==> src/hdl/lmuc_pkg.sv <==
// Purpose: Shared constants and types of the LIN mode serial controller.
// Assumes: One 50 MHz clock, all inputs synchronous to it.
// Notes: Bit-time figures are whole bits of the loaded baud interval.
//
// Contract
// - Baud reload is one full bit interval.
// - LIN control written only when select is 010.
// - Slave hardware advances the LIN state field.
// - Break starts after current character, clears itself.
// - Synch byte held until break completes.
// - Prompt write gives exactly the configured stop bits.
// - Sleep: low of 3+ bits flags break detect.
// - Break length reads Fh beyond 15 bits.
// - Wait state: break needs 11+ low bits.
// - Autobaud times 8 synch bits, loads time/8.
// - Measure overflow sets overrun, keeps baud reload.
// - 16-bit measure counter behind 3-bit prescaler.
// - Active state: 10+ low bits returns to autobaud.
// - Wait state issues no receive events.
// - Transmit empty sets on enable, after start bit.
// - Transmit mismatch on bus sets physical layer error.
// - Received break length is four bits.

package lmuc_pkg;

	// ------------------------------------------------------------
	// Encodings
	// ------------------------------------------------------------
	localparam logic [2:0] MODE_SEL_LIN = 3'h2;

	typedef enum logic [1:0] {
		LIN_SLEEP = 2'b00,
		LIN_WAIT = 2'b01,
		LIN_ABAUD = 2'b10,
		LIN_ACTIVE = 2'b11
	} lmuc_lin_e;

	typedef enum logic [2:0] {
		TX_IDLE = 3'b000,
		TX_START = 3'b001,
		TX_DATA = 3'b010,
		TX_STOP = 3'b011,
		TX_BREAK = 3'b100
	} lmuc_tx_e;

	typedef enum logic [1:0] {
		RX_IDLE = 2'b00,
		RX_START = 2'b01,
		RX_DATA = 2'b10,
		RX_STOP = 2'b11
	} lmuc_rx_e;

	// ------------------------------------------------------------
	// Thresholds and reset values
	// ------------------------------------------------------------
	localparam logic [4:0] WAKE_BITS = 5'h03;
	localparam logic [4:0] ACTIVE_BRK_BITS = 5'h0A;
	localparam logic [4:0] WAIT_BRK_BITS = 5'h0B;
	localparam logic [4:0] LEN_SAT = 5'h0F;
	localparam logic [4:0] LOW_CAP = 5'h10;
	localparam logic [1:0] ABAUD_LAST_EDGE = 2'h3;
	localparam logic [2:0] PRESCALE_TOP = 3'h7;
	localparam logic [15:0] BAUD_RST = 16'h0A2C;
	localparam logic [3:0] BRK_LEN_RST = 4'hD;

	// ------------------------------------------------------------
	// Carriers
	// ------------------------------------------------------------
	typedef struct packed {
		logic master_select;
		logic slave_select;
		logic autobaud_enable;
		lmuc_lin_e lin_state_field;
		logic [3:0] transmit_break_length;
	} lmuc_ctrl_s;

	typedef struct packed {
		logic break_detect;
		logic overrun_error;
		logic physical_layer_error;
		logic [3:0] received_break_length;
	} lmuc_status_s;

endpackage

==> src/hdl/lmuc_top.sv <==
// Purpose: LIN mode serial controller with transmit FIFO.
// Assumes: Bus line inputs synchronous to ref_clk_in.
// Notes: Control and status are plain ports, no register bus.

`timescale 1ns/1ps

// ----------------------------------------------------------------
// Transmit FIFO
// ----------------------------------------------------------------
module lmuc_fifo #(
	parameter int WIDTH = 8,
	parameter int DEPTH = 16
) (
	// Clock and reset
	input wire logic clk_in,
	input wire logic reset_n_in,
	// Fill side
	input wire logic in_valid_in,
	input wire logic [WIDTH-1:0] in_data_in,
	output logic in_ready_out,
	// Drain side
	output logic out_valid_out,
	output logic [WIDTH-1:0] out_data_out,
	input wire logic out_ready_in
);
	localparam int AW = $clog2(DEPTH);

	generate
		if (DEPTH < 2 || (DEPTH & (DEPTH - 1)) != 0 || WIDTH < 1) begin : g_chk
			$error("lmuc_fifo: DEPTH must be a power of two");
		end
	endgenerate

	logic [WIDTH-1:0] mem [DEPTH];
	logic [AW-1:0] wr_ptr;
	logic [AW-1:0] rd_ptr;
	logic [AW:0] count;
	logic [AW:0] next_count;
	logic push;
	logic pop;

	assign push = in_valid_in & in_ready_out;
	assign pop = out_valid_out & out_ready_in;
	assign next_count = count + (AW+1)'(push) - (AW+1)'(pop);
	assign out_data_out = mem[rd_ptr];

	always_ff @(posedge clk_in) begin
		if (push) begin
			mem[wr_ptr] <= in_data_in;
		end
	end

	// Flags registered so ready and valid come from flops
	always_ff @(posedge clk_in or negedge reset_n_in) begin
		if (!reset_n_in) begin
			wr_ptr <= '0;
			rd_ptr <= '0;
			count <= '0;
			in_ready_out <= 1'b0;
			out_valid_out <= 1'b0;
		end else begin
			if (push) begin
				wr_ptr <= wr_ptr + AW'(1);
			end
			if (pop) begin
				rd_ptr <= rd_ptr + AW'(1);
			end
			count <= next_count;
			in_ready_out <= next_count != (AW+1)'(DEPTH);
			out_valid_out <= next_count != '0;
		end
	end
endmodule

// ----------------------------------------------------------------
// Controller
// ----------------------------------------------------------------
module lmuc_top #(
	parameter int FIFO_DEPTH = 16
) (
	// Clock and reset
	input wire logic ref_clk_in,
	input wire logic reset_n_in,
	// Configuration
	input wire logic [2:0] shared_reg_select_in,
	input wire logic lin_ctrl_wr_in,
	input wire lmuc_pkg::lmuc_ctrl_s lin_ctrl_in,
	input wire logic transmitter_enable_in,
	input wire logic receiver_enable_in,
	input wire logic two_stop_bits_in,
	input wire logic send_break_set_in,
	input wire logic baud_reload_wr_in,
	input wire logic [15:0] baud_reload_in,
	input wire logic status_clear_in,
	// Transmit data
	input wire logic tx_valid_in,
	input wire logic [7:0] tx_data_in,
	output logic tx_ready_out,
	// Bus line
	input wire logic rx_line_in,
	output logic tx_line_out,
	// Receive data
	output logic [7:0] rx_data_out,
	output logic rx_valid_out,
	// Status
	output logic transmit_data_empty_out,
	output logic transmitter_idle_out,
	output logic send_break_out,
	output lmuc_pkg::lmuc_lin_e lin_state_out,
	output lmuc_pkg::lmuc_status_s status_out,
	output logic [15:0] baud_reload_out
);
	// ------------------------------------------------------------
	// Declarations
	// ------------------------------------------------------------
	lmuc_pkg::lmuc_tx_e tx_state;
	lmuc_pkg::lmuc_rx_e rx_state;
	logic master_select;
	logic slave_select;
	logic autobaud_enable;
	logic [3:0] brk_len;
	logic lin_on;
	logic slave;
	logic [15:0] bit_last;
	logic [15:0] bit_half;
	logic fifo_valid;
	logic [7:0] fifo_data;
	logic push;
	logic [15:0] tx_cnt;
	logic [3:0] tx_bits;
	logic [7:0] tx_shift;
	logic tx_bit_end;
	logic stop_last;
	logic brk_last;
	logic tx_launch;
	logic break_go;
	logic brk_done;
	logic tx_en_q;
	logic rx_q;
	logic fall;
	logic rise;
	logic [15:0] low_cnt;
	logic [4:0] low_bits;
	logic wake_hit;
	logic wait_hit;
	logic act_hit;
	logic ab_run;
	logic ab_hold;
	logic [2:0] ab_pre;
	logic [15:0] ab_cnt;
	logic [1:0] ab_edges;
	logic ab_done;
	logic ab_ovf;
	logic [15:0] rx_cnt;
	logic [2:0] rx_bits;
	logic [7:0] rx_shift;
	logic rx_report;
	logic ple_hit;

	// ------------------------------------------------------------
	// Decodes
	// ------------------------------------------------------------
	assign lin_on = master_select | slave_select;
	assign slave = slave_select & ~master_select;
	// Reload is a whole bit, not a sixteenth
	assign bit_last = baud_reload_out - 16'h0001;
	assign bit_half = {1'b0, baud_reload_out[15:1]};
	assign push = tx_valid_in & tx_ready_out;

	lmuc_fifo #(
		.WIDTH(8),
		.DEPTH(FIFO_DEPTH)
	) u_fifo (
		.clk_in(ref_clk_in),
		.reset_n_in(reset_n_in),
		.in_valid_in(tx_valid_in),
		.in_data_in(tx_data_in),
		.in_ready_out(tx_ready_out),
		.out_valid_out(fifo_valid),
		.out_data_out(fifo_data),
		.out_ready_in(tx_launch)
	);

	// ------------------------------------------------------------
	// Transmitter
	// ------------------------------------------------------------
	assign tx_bit_end = tx_state != lmuc_pkg::TX_IDLE && tx_cnt == '0;
	assign stop_last = tx_state == lmuc_pkg::TX_STOP && tx_bit_end &&
		tx_bits == {3'h0, two_stop_bits_in};
	assign brk_last = {1'b0, tx_bits} + 5'h01 >= {1'b0, brk_len};
	assign brk_done = tx_state == lmuc_pkg::TX_BREAK && tx_bit_end &&
		brk_last;
	// Pending break blocks the FIFO, so a synch byte waits
	assign break_go = send_break_out &&
		(tx_state == lmuc_pkg::TX_IDLE || stop_last);
	assign tx_launch = transmitter_enable_in & fifo_valid &
		~send_break_out &
		(tx_state == lmuc_pkg::TX_IDLE | stop_last);

	always_ff @(posedge ref_clk_in or negedge reset_n_in) begin
		if (!reset_n_in) begin
			tx_state <= lmuc_pkg::TX_IDLE;
			tx_cnt <= '0;
			tx_bits <= '0;
			tx_shift <= '0;
			tx_line_out <= 1'b1;
		end else if (break_go) begin
			tx_state <= lmuc_pkg::TX_BREAK;
			tx_line_out <= 1'b0;
			tx_cnt <= bit_last;
			tx_bits <= '0;
		end else if (tx_launch) begin
			// Back to back from stop: no idle gap
			tx_state <= lmuc_pkg::TX_START;
			tx_line_out <= 1'b0;
			tx_shift <= fifo_data;
			tx_cnt <= bit_last;
			tx_bits <= '0;
		end else if (tx_bit_end) begin
			tx_cnt <= bit_last;
			unique case (tx_state)
				lmuc_pkg::TX_IDLE: begin
				end
				lmuc_pkg::TX_START: begin
					tx_state <= lmuc_pkg::TX_DATA;
					tx_line_out <= tx_shift[0];
				end
				lmuc_pkg::TX_DATA: begin
					if (tx_bits == 4'h7) begin
						tx_state <= lmuc_pkg::TX_STOP;
						tx_line_out <= 1'b1;
						tx_bits <= '0;
					end else begin
						tx_line_out <= tx_shift[1];
						tx_shift <= {1'b0, tx_shift[7:1]};
						tx_bits <= tx_bits + 4'h1;
					end
				end
				lmuc_pkg::TX_STOP: begin
					if (stop_last) begin
						tx_state <= lmuc_pkg::TX_IDLE;
					end else begin
						tx_bits <= tx_bits + 4'h1;
					end
				end
				lmuc_pkg::TX_BREAK: begin
					if (brk_last) begin
						tx_state <= lmuc_pkg::TX_IDLE;
						tx_line_out <= 1'b1;
					end else begin
						tx_bits <= tx_bits + 4'h1;
					end
				end
			endcase
		end else if (tx_state != lmuc_pkg::TX_IDLE) begin
			tx_cnt <= tx_cnt - 16'h0001;
		end
	end

	// Request wins over completion in the same cycle
	always_ff @(posedge ref_clk_in or negedge reset_n_in) begin
		if (!reset_n_in) begin
			send_break_out <= 1'b0;
		end else if (send_break_set_in) begin
			send_break_out <= 1'b1;
		end else if (brk_done) begin
			send_break_out <= 1'b0;
		end
	end

	always_ff @(posedge ref_clk_in or negedge reset_n_in) begin
		if (!reset_n_in) begin
			tx_en_q <= 1'b0;
			transmit_data_empty_out <= 1'b0;
			transmitter_idle_out <= 1'b1;
		end else begin
			tx_en_q <= transmitter_enable_in;
			if ((transmitter_enable_in & ~tx_en_q) |
				(tx_state == lmuc_pkg::TX_START & tx_bit_end)) begin
				transmit_data_empty_out <= 1'b1;
			end else if (push) begin
				transmit_data_empty_out <= 1'b0;
			end
			transmitter_idle_out <= tx_state == lmuc_pkg::TX_IDLE &&
				!fifo_valid && !send_break_out;
		end
	end

	// Compared at mid bit, after the bus has settled
	assign ple_hit = lin_on && tx_state != lmuc_pkg::TX_IDLE &&
		tx_cnt == bit_half && rx_line_in != tx_line_out;

	// ------------------------------------------------------------
	// Low time measurement
	// ------------------------------------------------------------
	assign fall = rx_q & ~rx_line_in;
	assign rise = ~rx_q & rx_line_in;

	always_ff @(posedge ref_clk_in or negedge reset_n_in) begin
		if (!reset_n_in) begin
			rx_q <= 1'b1;
			low_cnt <= '0;
			low_bits <= '0;
		end else begin
			rx_q <= rx_line_in;
			if (rx_line_in) begin
				low_cnt <= '0;
				low_bits <= '0;
			end else if (low_cnt == bit_last) begin
				low_cnt <= '0;
				if (low_bits != lmuc_pkg::LOW_CAP) begin
					low_bits <= low_bits + 5'h01;
				end
			end else begin
				low_cnt <= low_cnt + 16'h0001;
			end
		end
	end

	assign wake_hit = rise && lin_on &&
		lin_state_out == lmuc_pkg::LIN_SLEEP &&
		low_bits >= lmuc_pkg::WAKE_BITS;
	assign wait_hit = rise && slave &&
		lin_state_out == lmuc_pkg::LIN_WAIT &&
		low_bits >= lmuc_pkg::WAIT_BRK_BITS;
	assign act_hit = rise && slave &&
		lin_state_out == lmuc_pkg::LIN_ACTIVE &&
		low_bits >= lmuc_pkg::ACTIVE_BRK_BITS;

	// ------------------------------------------------------------
	// Control and LIN state
	// ------------------------------------------------------------
	always_ff @(posedge ref_clk_in or negedge reset_n_in) begin
		if (!reset_n_in) begin
			master_select <= 1'b0;
			slave_select <= 1'b0;
			autobaud_enable <= 1'b0;
			brk_len <= lmuc_pkg::BRK_LEN_RST;
			lin_state_out <= lmuc_pkg::LIN_SLEEP;
		end else if (lin_ctrl_wr_in &&
			shared_reg_select_in == lmuc_pkg::MODE_SEL_LIN) begin
			master_select <= lin_ctrl_in.master_select;
			slave_select <= lin_ctrl_in.slave_select;
			autobaud_enable <= lin_ctrl_in.autobaud_enable;
			brk_len <= lin_ctrl_in.transmit_break_length;
			// Sleep and skip-frame entered by software here
			lin_state_out <= lin_ctrl_in.lin_state_field;
		end else if (wait_hit | act_hit) begin
			lin_state_out <= lmuc_pkg::LIN_ABAUD;
		end else if (ab_done) begin
			lin_state_out <= lmuc_pkg::LIN_ACTIVE;
		end
	end

	// ------------------------------------------------------------
	// Autobaud
	// ------------------------------------------------------------
	// Falls at bits 1, 3, 5 and 7: the fourth marks 8 bit times
	assign ab_done = ab_run & fall &
		ab_edges == lmuc_pkg::ABAUD_LAST_EDGE;
	assign ab_ovf = ab_run && !ab_done &&
		ab_pre == lmuc_pkg::PRESCALE_TOP && ab_cnt == 16'hFFFF;

	always_ff @(posedge ref_clk_in or negedge reset_n_in) begin
		if (!reset_n_in) begin
			ab_run <= 1'b0;
			ab_hold <= 1'b0;
			ab_pre <= '0;
			ab_cnt <= '0;
			ab_edges <= '0;
		end else if (lin_state_out != lmuc_pkg::LIN_ABAUD) begin
			ab_run <= 1'b0;
			ab_hold <= 1'b0;
		end else if (ab_ovf) begin
			// Held idle until software rewrites the state
			ab_run <= 1'b0;
			ab_hold <= 1'b1;
		end else if (ab_done) begin
			ab_run <= 1'b0;
		end else if (ab_run) begin
			ab_pre <= ab_pre + 3'h1;
			if (ab_pre == lmuc_pkg::PRESCALE_TOP) begin
				ab_cnt <= ab_cnt + 16'h0001;
			end
			if (fall) begin
				ab_edges <= ab_edges + 2'h1;
			end
		end else if (slave && !ab_hold && fall) begin
			ab_run <= 1'b1;
			ab_pre <= '0;
			ab_cnt <= '0;
			ab_edges <= '0;
		end
	end

	// Prescaler of 8 makes the count the bit interval
	always_ff @(posedge ref_clk_in or negedge reset_n_in) begin
		if (!reset_n_in) begin
			baud_reload_out <= lmuc_pkg::BAUD_RST;
		end else if (ab_done && autobaud_enable) begin
			// Closing edge counts too, else one interval short
			baud_reload_out <= ab_cnt +
				16'(ab_pre == lmuc_pkg::PRESCALE_TOP);
		end else if (baud_reload_wr_in) begin
			baud_reload_out <= baud_reload_in;
		end
	end

	// ------------------------------------------------------------
	// Receiver
	// ------------------------------------------------------------
	always_ff @(posedge ref_clk_in or negedge reset_n_in) begin
		if (!reset_n_in) begin
			rx_state <= lmuc_pkg::RX_IDLE;
			rx_cnt <= '0;
			rx_bits <= '0;
			rx_shift <= '0;
			rx_report <= 1'b0;
			rx_data_out <= '0;
			rx_valid_out <= 1'b0;
		end else begin
			rx_valid_out <= 1'b0;
			// Synch byte is timed, not received
			if (!receiver_enable_in ||
				lin_state_out == lmuc_pkg::LIN_ABAUD) begin
				rx_state <= lmuc_pkg::RX_IDLE;
			end else if (rx_state == lmuc_pkg::RX_IDLE) begin
				if (fall) begin
					rx_state <= lmuc_pkg::RX_START;
					rx_cnt <= bit_half;
					// Synch byte and skipped frames stay silent
					rx_report <= lin_state_out ==
						lmuc_pkg::LIN_ACTIVE;
				end
			end else if (rx_cnt != '0) begin
				rx_cnt <= rx_cnt - 16'h0001;
			end else begin
				rx_cnt <= bit_last;
				unique case (rx_state)
					lmuc_pkg::RX_IDLE: begin
					end
					lmuc_pkg::RX_START: begin
						rx_bits <= '0;
						rx_state <= rx_line_in ? lmuc_pkg::RX_IDLE :
							lmuc_pkg::RX_DATA;
					end
					lmuc_pkg::RX_DATA: begin
						rx_shift <= {rx_line_in, rx_shift[7:1]};
						rx_bits <= rx_bits + 3'h1;
						if (rx_bits == 3'h7) begin
							rx_state <= lmuc_pkg::RX_STOP;
						end
					end
					lmuc_pkg::RX_STOP: begin
						// Framing error drops the byte, covers breaks
						rx_state <= lmuc_pkg::RX_IDLE;
						if (rx_line_in && rx_report &&
							lin_state_out == lmuc_pkg::LIN_ACTIVE) begin
							rx_data_out <= rx_shift;
							rx_valid_out <= 1'b1;
						end
					end
				endcase
			end
		end
	end

	// ------------------------------------------------------------
	// Status flags, set wins over clear
	// ------------------------------------------------------------
	always_ff @(posedge ref_clk_in or negedge reset_n_in) begin
		if (!reset_n_in) begin
			status_out <= '0;
		end else begin
			if (wake_hit | wait_hit | act_hit) begin
				status_out.break_detect <= 1'b1;
				status_out.received_break_length <=
					low_bits > lmuc_pkg::LEN_SAT ? 4'hF :
					low_bits[3:0];
			end else if (status_clear_in) begin
				status_out.break_detect <= 1'b0;
			end
			if (ab_ovf) begin
				status_out.overrun_error <= 1'b1;
			end else if (status_clear_in) begin
				status_out.overrun_error <= 1'b0;
			end
			if (ple_hit) begin
				status_out.physical_layer_error <= 1'b1;
			end else if (status_clear_in) begin
				status_out.physical_layer_error <= 1'b0;
			end
		end
	end
endmodule

==> config.mk <==
export PLATFORM = sky130hd
export DESIGN_NAME = lmuc_top
export DESIGN_NICKNAME = d
export VERILOG_FILES = /design/src/hdl/lmuc_pkg.sv /design/src/hdl/lmuc_top.sv
export SDC_FILE = /design/constraint.sdc
export NUM_CORES = 1
export LEC_CHECK = 0
export BUFFER_PORTS_ARGS = -buffer_cell sky130_fd_sc_hd__clkbuf_2
export CELL_PAD_IN_SITES_DETAIL_PLACEMENT = 2
export CELL_PAD_IN_SITES_GLOBAL_PLACEMENT = 2
export CORE_AREA = 2 2 186 188
export DETAILED_ROUTE_END_ITERATION = 12
export DIE_AREA = 0 0 188 190
export PLACE_DENSITY_LB_ADDON = 0.05
export SLEW_MARGIN = 20
export SYNTH_ARGS = -nofsm -noshare
export SYNTH_HDL_FRONTEND = slang
export SYNTH_SLANG_ARGS = --single-unit
==> constraint.sdc <==
create_clock -name ref_clk_in -period 10.2 [get_ports ref_clk_in]
set_input_delay 1.53 -clock ref_clk_in [delete_from_list [all_inputs] [get_ports ref_clk_in]]
set_output_delay 1.53 -clock ref_clk_in [all_outputs]
set_load 0.1 [all_outputs]
======== After elaboration in Yosys (flattened, before gate mapping) ========
Memory sizes are Yosys's and may differ from the RTL's.
Cells that the tools add are included.
cells by class
  equal/unequal tests ..................... 35
  mux-type cells .......................... 80
  bitwise operators ....................... 30
  $lt $le $gt $ge ......................... 5
  add/subtract/negate cells ............... 16
  reductions and logical operators ........ 76
operators with widths
  kind                     count
  $mux W16                 14
  $sub A16 B1 Y16 const B  3
  $add A16 B1 Y16 const B  2
  $mux W8                  4
  $logic_and A1 B1 Y1      28
  $mux W4                  7
  $mux W1                  27
  $reduce_bool A2 Y1       13
  $mux W2                  12
  $mux W3                  8
  $reduce_and A4 Y1        6
  $ne A4 B3 Y1 const B     5
  $reduce_and A5 Y1        4
  $reduce_bool A5 Y1       4
  $add A16 B1 Y16          1
  $eq A16 B15 Y1           1
  $eq A16 B16 Y1           1
  $eq A16 B16 Y1 const B   1
  $logic_not A16 Y1        1
  $reduce_bool A16 Y1      1
  $mux W5                  3
  $add A4 B1 Y4 const B    3
  $and A1 B1 Y1            12
  $not A1 Y1               12
  other kinds (38)         69
storage, ports and cells
  word-level logic and storage cells ...... 282
  input bits .............................. 47
  bits in registers ....................... 167
  bits in writable memories ............... 128
  memories kept ........................... 1
memory list
  memory      words  width  read ports  clocked after memory_dff  wr ports  RTL line        text
  u_fifo.mem  16     8      1           0                         1         lmuc_top.sv:34  logic [WIDTH-1:0] mem [DEPTH];

======== Logic depth before layout (Yosys ltp) ========
Gate-level depths: netlist (run 1).
  word-level depth ........................ 10
  gate-level depth with buffers ........... 15

======== Modules after synthesis ========
Synthesis (run 1) repeated with hierarchy kept, for this count alone.
unflattened totals
  cells, all modules ...................... 1,349
  area, all modules ....................... 15,284.7 sq um
by module, submodules not included
  module     area an instance (sq um)  instances  cells each  sequential area each (sq um)
  lmuc_top   9,487.8                   1          1,059       3,817.4
  lmuc_fifo  5,796.8                   1          290         4,219.0

======== Least setup slack after synthesis (run 1) ========
Ideal clock, no wire load.
  kind .................................... input -> register
  start point ............................. in two_stop_bits_in
  end point ............................... reg u_fifo.out_valid_out
  required time ........................... 10,069 ps
  setup time .............................. 131 ps
  path slack .............................. 5,770 ps
  stages .................................. 14
  arrival time ............................ 4,299 ps
  path through ............................ xnor2_1 nand3_1 nor4_1 nor2_1 nor4_1 clkbuf_1 ha_1 inv_1 ha_1 fa_1 a21o_1 a21oi_1 xnor2_1 nand2b_1
on the way
  cells in the longest elaborated chain, start to end .. 7
RTL lines
  item                      RTL line         text
  from (decl)               lmuc_top.sv:90   input wire logic two_stop_bits_in,
  $eq A4 B1 Y1              lmuc_top.sv:189  tx_bits == {3'h0, two_stop_bits_in};
  $logic_and A1 B1 Y1       lmuc_top.sv:188  assign stop_last = tx_state == lmuc_pkg::TX_STOP && tx_bit_end &&
  $or A1 B1 Y1              lmuc_top.sv:198  (tx_state == lmuc_pkg::TX_IDLE | stop_last);
  $and A1 B1 Y1             lmuc_top.sv:197  ~send_break_out &
  $and A1 B1 Y1             lmuc_top.sv:43   assign pop = out_valid_out & out_ready_in;
  via u_fifo.pop            lmuc_top.sv:40   logic pop;
  $sub A5 B1 Y5             lmuc_top.sv:44   assign next_count = count + (AW+1)'(push) - (AW+1)'(pop);
  via u_fifo.next_count[4]  lmuc_top.sv:38   logic [AW:0] next_count;
  $reduce_bool A5 Y1        lmuc_top.sv:70   out_valid_out <= next_count != '0;
  to (signal assigned)      lmuc_top.sv:60   out_valid_out <= 1'b0;
  to (signal assigned)      lmuc_top.sv:70
  to (decl)                 lmuc_top.sv:22   output logic out_valid_out,
The timed path passes the listed nets, and every way through them passes these cells.
A chain may end at the register's enable or synchronous reset.

======== Worst setup path after layout (run 1) ========
  start point ............................. reg tx_cnt[7]
  end point ............................... reg u_fifo.out_valid_out
on the way
  cells in the longest elaborated chain, start to end .. 9
RTL lines
  item                               RTL line         text
  from (decl)                        lmuc_top.sv:129  logic [15:0] tx_cnt;
  from (signal assigned)             lmuc_top.sv:210  tx_cnt <= bit_last;
  from (signal assigned)             lmuc_top.sv:217  tx_cnt <= bit_last;
  from (signal assigned)             lmuc_top.sv:220  tx_cnt <= bit_last;
  $logic_not A16 Y1                  lmuc_top.sv:187  assign tx_bit_end = tx_state != lmuc_pkg::TX_IDLE && tx_cnt == '0;
  $logic_and A1 B1 Y1                lmuc_top.sv:187
  $logic_and A1 B1 Y1 (2 in series)  lmuc_top.sv:188
  $or A1 B1 Y1                       lmuc_top.sv:198
  $and A1 B1 Y1                      lmuc_top.sv:197
  $and A1 B1 Y1                      lmuc_top.sv:43
  $sub A5 B1 Y5                      lmuc_top.sv:44
  via u_fifo.next_count[4]           lmuc_top.sv:38
  $reduce_bool A5 Y1                 lmuc_top.sv:70
The timed path passes the listed nets, and every way through them passes these cells.

==> run metrics, run 1 <==
Std-Cell Rows=68; Cells after Synth=1352; final core occ=0.4990; DRC errors left=0; die span in x=approximately 190 um; flops & latches, synth=around 300; crit path DAT=4610 ps; Final Hold Fails=0; die extent in y=190 um; remaining antenna violation count=0; Clock Sinks=295; Netlist cell types=73; Nets=1487; Cell Int Power=about 2400 uW; Synth area leader=dfrtp_1; largest net degree at the start of global routing=91; Syn Area/Cell=between 10 and 15 um^2; Worst Setup Start Kind=register; die area=about 0.036 mm^2; number of synthesized flops with an enable pin=128; Lkg Pwr=0.006627 uW; Tcrit/Tclk final=0.4098; worst slew pin tran=986.2 ps; initial DRC count=546; crit path capture type=register; MaxCap Viol Count=0; top_reg_cell synth=dfrtp_1; Total GRT Usage=0.2606; DR WL/cell=between 20 and 25 um; Synth Warn #=0; Post-CTS Hold Fix Bufs=0; post-DP HPWL=30730 um; first-pass GRT wire length=71190 um; diode count=0; Ports=86; vias in the first global route=12000; Clock Skews=16.83 ps; Slew Viols, Final=0; total CTS buffers=36; ys async rst share=0.5661; switching part of the total=0.3097; worst vdd ir=0.2241 mV; Crit Path Max Fanout=23; setup TNS=0 ps; post-synth top area share=0.2609; Clock Latency Late Sink=560 ps; DP Worst Slack=5530 ps; Tmin final=about 4200 ps; Slew HR=0.3255; pwr/cell area=201.9 mW/mm^2; Initial Util=0.4408; RSZ-0062 raised after global routing=false; CTS Root Cell=clkbuf_16; layout cell share with drive strength beyond 1=0.1526; Post CTS Setup Buffer Count=0; Area Growth Syn to Fin=13.19%; Psw=1059 uW; CTS tree=built; run status=complete, no violations; Hold Path Class=reg2reg; Area contributors post-synth=dfrtp_1, edfxtp_1, mux2i_1; IO Port Bufs=85; core footprint=0.03395 mm^2; crit path kind=reg2reg; Resized cells post-CTS=0; combinational group share of total power=0.176; CP required=10630 ps; GP Congestion=0.7907; Clk pwr share=0.386; cell area after synthesis=0.01496 mm^2; DRT Pass-1 Iters=5; initial antenna violation count=0; sequential power share=0.438; clk slew on worst S/H paths=60 ps; CTS HTree Levels=2; Post-Route WL=between 40000 and 50000 um; final setup vio count=0; Fillers=3388; gr ovfl total=0; CTS Buffer Depth=3; Seq/Total Area, Yosys=0.5370; setup ws final=6020 ps; maximum operating frequency=about 0.24 GHz; Mapped Nets=1437; routed vias/inst=5.824; Vias=10970
## state kept, by name, indices dropped and copies added, names as in the netlist, 7 cells and up
name	count
tx_cnt	16
ab_cnt	16
baud_reload_out	16
tx_shift	8
low_cnt	16
u_fifo.mem	128
rx_cnt	16
rx_data_out	8
status_out	7
rx_shift	8
## power by group through the flow
stage	Combinational (uW)	Clock, uW	Sequential (uW)
4_1_cts	609	1350	1500
3_5_place_dp	597	0	1520
5_1_grt	666	1390	1510
6_report	601	1320	1500
2_1_floorplan	358	0	1540
3_3_place_gp	569	0	1510
## synth_stat cells (all sizes together) (8+ instances only)
cell type / n
dfrtp: 156
nand2: 130
edfxtp: 128
nor2: 107
o21ai: 75
a21oi: 68
clkbuf: 68
mux2i: 60
xnor2: 59
ha: 37
xor2: 36
inv: 34
nor3: 33
nand3: 28
mux2: 24
and2: 20
and3: 20
nand4: 20
o221ai: 18
mux4: 16
o22ai: 16
nand2b: 15
nor4: 13
buf: 12
a21o: 11
dfstp: 11
nor2b: 11
or3: 11
o31ai: 9
a22o: 8
or4: 8
## final timing paths
check,start,endpoint,slack [ps],cells after the start
max in group asynchronous,reset_n_in,u_fifo.rd_ptr[0],7920,2
max,tx_cnt[7],u_fifo.out_valid_out,6020,14
min,status_out[0],status_out[0],480,1
min reg2reg,status_out[0],status_out[0],480,1
max reg2reg,tx_cnt[7],u_fifo.out_valid_out,6020,14
min in group asynchronous,reset_n_in,low_cnt[12],1040,1
## routing by layer
metal  global-route usage  up-vias  share of wire
li1                     -     5039              -
met1               0.3201     5667           0.42
met2               0.4652      180           0.52
met3              0.03745       87          0.032
met4              0.09873        0          0.032
met5                    0        -              0
## per-stage QoR
step                      hold WS, ps  std cells  area [um^2]  power, uW
final                           477.1       1884        16940       3420
after global routing            501.4       1884        16940       3569
after CTS                       484.7       1884        16930       3460
after detailed placement        470.2       1819        15720       2114
after global placement          452.9       1819        15720       2076
after floorplan                 400.1       1352        14960       1896
## final cells by class
type	count	area, um^2	share of cell area
clock inverters	22	246.5	0.01455
flip-flops and latches	295	8038	0.4745
well taps	455	569.3	0.03361
clock buffers	43	958.4	0.05658
multi-input cells	942	6505	0.3840
repair buffers	92	490.5	0.02896
inverters	35	131.4	0.007756
## critical path: stages (launching register included)
cell and delay [ps]:
dfrtp_1 440, or2_2 370, or4_1 580, nor4_1 460
nor2_1 100, nor4_2 230, buf_4 310, ha_1 190
inv_1 50, ha_1 210, fa_1 430, a21o_1 220
a21oi_1 180, xnor2_1 130, nand2b_1 150
## layout by cell type, fill, tap and decap left out, drive strengths merged, types with 9 or more instances in the layout
master / Yosys / layout
a21o: 11 / 11
a21oi: 68 / 68
and2: 20 / 20
and3: 20 / 20
clkbuf: 68 / 128
clkinv: 1 / 15
dfrtp: 156 / 156
dfstp: 11 / 11
edfxtp: 128 / 128
ha: 37 / 37
inv: 34 / 36
mux2: 24 / 24
mux2i: 60 / 60
mux4: 16 / 16
nand2: 130 / 130
nand2b: 15 / 15
nand3: 28 / 28
nand4: 20 / 20
nor2: 107 / 107
nor2b: 11 / 11
nor3: 33 / 33
nor4: 13 / 13
o21ai: 75 / 75
o221ai: 18 / 18
o22ai: 16 / 16
o31ai: 9 / 9
or3: 11 / 11
xnor2: 59 / 59
xor2: 36 / 36
## cell families (layout without fill, tap and decap cells)
| group | after synthesis | after routing | share of synthesized area |
|---|---|---|---|
| adder cells (fa/ha/maj) | 38 | 38 | 0.03227 |
| AO/OA/AOI/OAI | 259 | 259 | 0.1102 |
| multiplexers | 100 | 100 | 0.08227 |
| XOR/XNOR | 97 | 97 | 0.05861 |
| buffers and inverters | 115 | 192 | 0.03027 |
| flip-flops | 295 | 295 | 0.5370 |
| AND/OR/NAND/NOR | 448 | 448 | 0.1493 |
Note: power is estimated with default switching activity, not from simulation.
==> run 2: changes to the inputs <==
--- a/config.mk
+++ b/config.mk
@@ -5,12 +5,13 @@
 export SDC_FILE = /design/constraint.sdc
 export NUM_CORES = 1
 export LEC_CHECK = 0
+export ABC_AREA = 1
 export BUFFER_PORTS_ARGS = -buffer_cell sky130_fd_sc_hd__clkbuf_2
 export CELL_PAD_IN_SITES_DETAIL_PLACEMENT = 2
 export CELL_PAD_IN_SITES_GLOBAL_PLACEMENT = 2
-export CORE_AREA = 2 2 186 188
+export CORE_AREA = 2 2 202 204
 export DETAILED_ROUTE_END_ITERATION = 12
-export DIE_AREA = 0 0 188 190
+export DIE_AREA = 0 0 204 206
 export PLACE_DENSITY_LB_ADDON = 0.05
 export SLEW_MARGIN = 20
 export SYNTH_ARGS = -nofsm -noshare
==> constraint.sdc (replaced) <==
create_clock -name ref_clk_in -period 4.25 [get_ports ref_clk_in]
set_input_delay 0.6375 -clock ref_clk_in [delete_from_list [all_inputs] [get_ports ref_clk_in]]
set_output_delay 0.6375 -clock ref_clk_in [all_outputs]
set_load 0.1 [all_outputs]
==> run metrics, run 2 <==
run status=complete, no violations; CTS tree=built; Tcrit/Tclk final=0.8311; DR WL/cell=22.49 um; largest net degree at the start of global routing=80; IO Port Bufs=85; non-filler cells, final=2370; Synth area leader=dfrtp_1; most frequent cells in the layout=nand2_1, nor2_1, inv_1, o21ai_0, dfrtp_1; CP top delay family=simple AND/OR/NAND/NOR gates; Slew Viols, Final=0; combinational group share of total power=0.290; final instance area=roughly 0.018 mm^2; crit path capture type=register; Slowest-stage cell, CP=fa_1; WHS=98.86 ps; GP Congestion=approximately 0.85; Synth top cells by count=nand2_1, nor2_1, inv_1, o21ai_0, dfrtp_1; initial DRC count=between 700 and 800; Post CTS Setup Buffer Count=0; CTS Buffer Depth=3; worst vdd ir=approximately 0.53 mV; post-DP HPWL=37940 um; max FFs per register=~130; Reg with most FFs=u_fifo.mem; Nets=about 1900; Cell Int Power=6190 uW; routed vias/inst=around 5.4; total CTS buffers=36; Final Hold Fails=0; DRC errors left=0; gr ovfl total=0; crit-path cells=nor3_1 -> nand4_1 -> o21ai_2 -> nand2_2 -> buf_4 -> inv_1 -> ha_1 -> inv_1 -> ha_1 -> fa_1 -> nor4_1 -> nand2_1; die area=0.04202 mm^2; Vias=roughly 13000; Clk pwr share=0.318; maximum operating frequency=0.2831 GHz; layout cell share with drive strength beyond 1=0.1202; Post-CTS Hold Fix Bufs=0; clk slew on worst S/H paths=60 ps; Resized cells post-CTS=0; commonest non-fill, non-tap cell in the layout=nand2_1; Area contributors post-synth=dfrtp_1, edfxtp_1, nand2_1; sequential power share=0.392; Mapped Nets=1815; Placed Cells=around 2300; CTS HTree Levels=2; Initial Util=0.3837; DRT Pass-1 Iters=4; top_reg_cell synth=dfrtp_1; Hold Path Class=in2async; RSZ-0062 raised after global routing=false; dpl cell area=0.01634 mm^2; CP peak stage delay=460 ps; Tmin final=3532 ps; Tot Pwr=9999 uW; Crit Path Max Fanout=22; Slew HR=0.2573; Synth Warn #=0; Seq/Total Area, Yosys=0.5212; MaxCap Viol Count=0; Clock Skews=about 21 ps; Clock Latency Late Sink=560 ps; worst slew pin tran=1110 ps; Psw=between 3000 and 4000 uW; flops & latches, synth=295; core footprint=~0.040 mm^2; ys async rst share=0.5661; Lkg Pwr=approximately 0.0074 uW; final setup vio count=0; die extent in y=206 um; Syn Area/Cell=between 8 and 9 um^2; switching part of the total=0.3809; post-synth top area share=0.2532; worst path bufs/invs=3; Ports=86; leading cell type by number of instances after synthesis=nand2_1; Area Growth Syn to Fin=13.73%; crit path kind=reg2reg; setup TNS=0 ps; number of synthesized flops with an enable pin=roughly 130; die span in x=204 um; vias in the first global route=14110; CP required=4660 ps; initial antenna violation count=0; Std-Cell Rows=74; Post-Route WL=53290 um; Clock Sinks=295; diode count=0; Worst Setup Start Kind=register; crit path DAT=3940 ps; remaining antenna violation count=0; Total GRT Usage=0.2604; CTS Root Cell=clkbuf_16; pwr/cell area=570.2 mW/mm^2; first-pass GRT wire length=83640 um; Cells after Synth=1730; Netlist cell types=57; cell area after synthesis=about 0.015 mm^2
==> run 2: cell count changes after synthesis, moves of 60 or more <==
cell,change
nand2_1,+205
inv_1,+132
nor2_1,+107
nand3_1,+88
o21ai_0,+88
mux2i_1,-60
==> run 2: path summary, 6_finish.rpt <==
check,from,depth (start not counted),end,slack [ps]
min in group ref_clk_in,transmitter_enable_in,1,tx_en_q,240
worst min register to register,u_fifo.out_valid_out,1,transmitter_idle_out,440
max in group asynchronous,reset_n_in,2,brk_len[0],3140
worst max-delay path,tx_state[2],12,u_fifo.out_valid_out,720
worst min-delay path,reset_n_in,1,u_fifo.wr_ptr[2],100
worst max register to register,tx_state[2],12,u_fifo.out_valid_out,720
==> run 2: per-layer routing <==
| layer | part of all wire | vias to the layer above | track usage | wire [um] |
|---|---|---|---|---|
| met1 | 0.44 | 6546 | 0.3398 | 23660 |
| met4 | 0.025 | 0 | 0.07867 | 1353 |
| met3 | 0.037 | 80 | 0.03642 | 1968 |
| met2 | 0.49 | 228 | 0.4495 | 26300 |
| met5 | 0 | - | 0 | 0 |
| li1 | - | 6049 | - | - |
==> run 2: power by group through the flow <==
stage	clock, uW	sequential [uW]	combinational (uW)
3_5_place_dp	0	3970	2880
6_report	3180	3920	2900
3_3_place_gp	0	3930	2770
5_1_grt	3370	3990	3240
2_1_floorplan	0	4120	1770
4_1_cts	3250	3920	2930
==> run 2: logic make-up after synthesis <==
| family | count (synthesis) | share of synthesized area |
|---|---|---|
| AND/OR/NAND/NOR | 774 | 0.2213 |
| AO/OA/AOI/OAI | 326 | 0.1263 |
| flip-flops | 295 | 0.5212 |
| buffers and inverters | 229 | 0.06062 |
| XOR/XNOR | 64 | 0.03635 |
| adder cells (fa/ha/maj) | 38 | 0.03132 |
| multiplexers | 4 | 0.002921 |
==> run 2: final cells by class <==
cell class,count,area [um^2]
fill,4460,22650
tap,532,665.6
sequential,295,8038
clock buffer,52,1021
multi-input combinational,1206,6457
inverter,177,664.4
timing repair buffer,94,514.2
clock inverter,14,175.2
==> run 2: metrics by stage <==
step	util	setup WS [ps]
CTS	0.4364	669.8
finish	0.4364	717.8
global placement	0.4066	841.2
detailed placement	0.4066	739.0
floorplan	-	1280
global route	0.4364	457.4
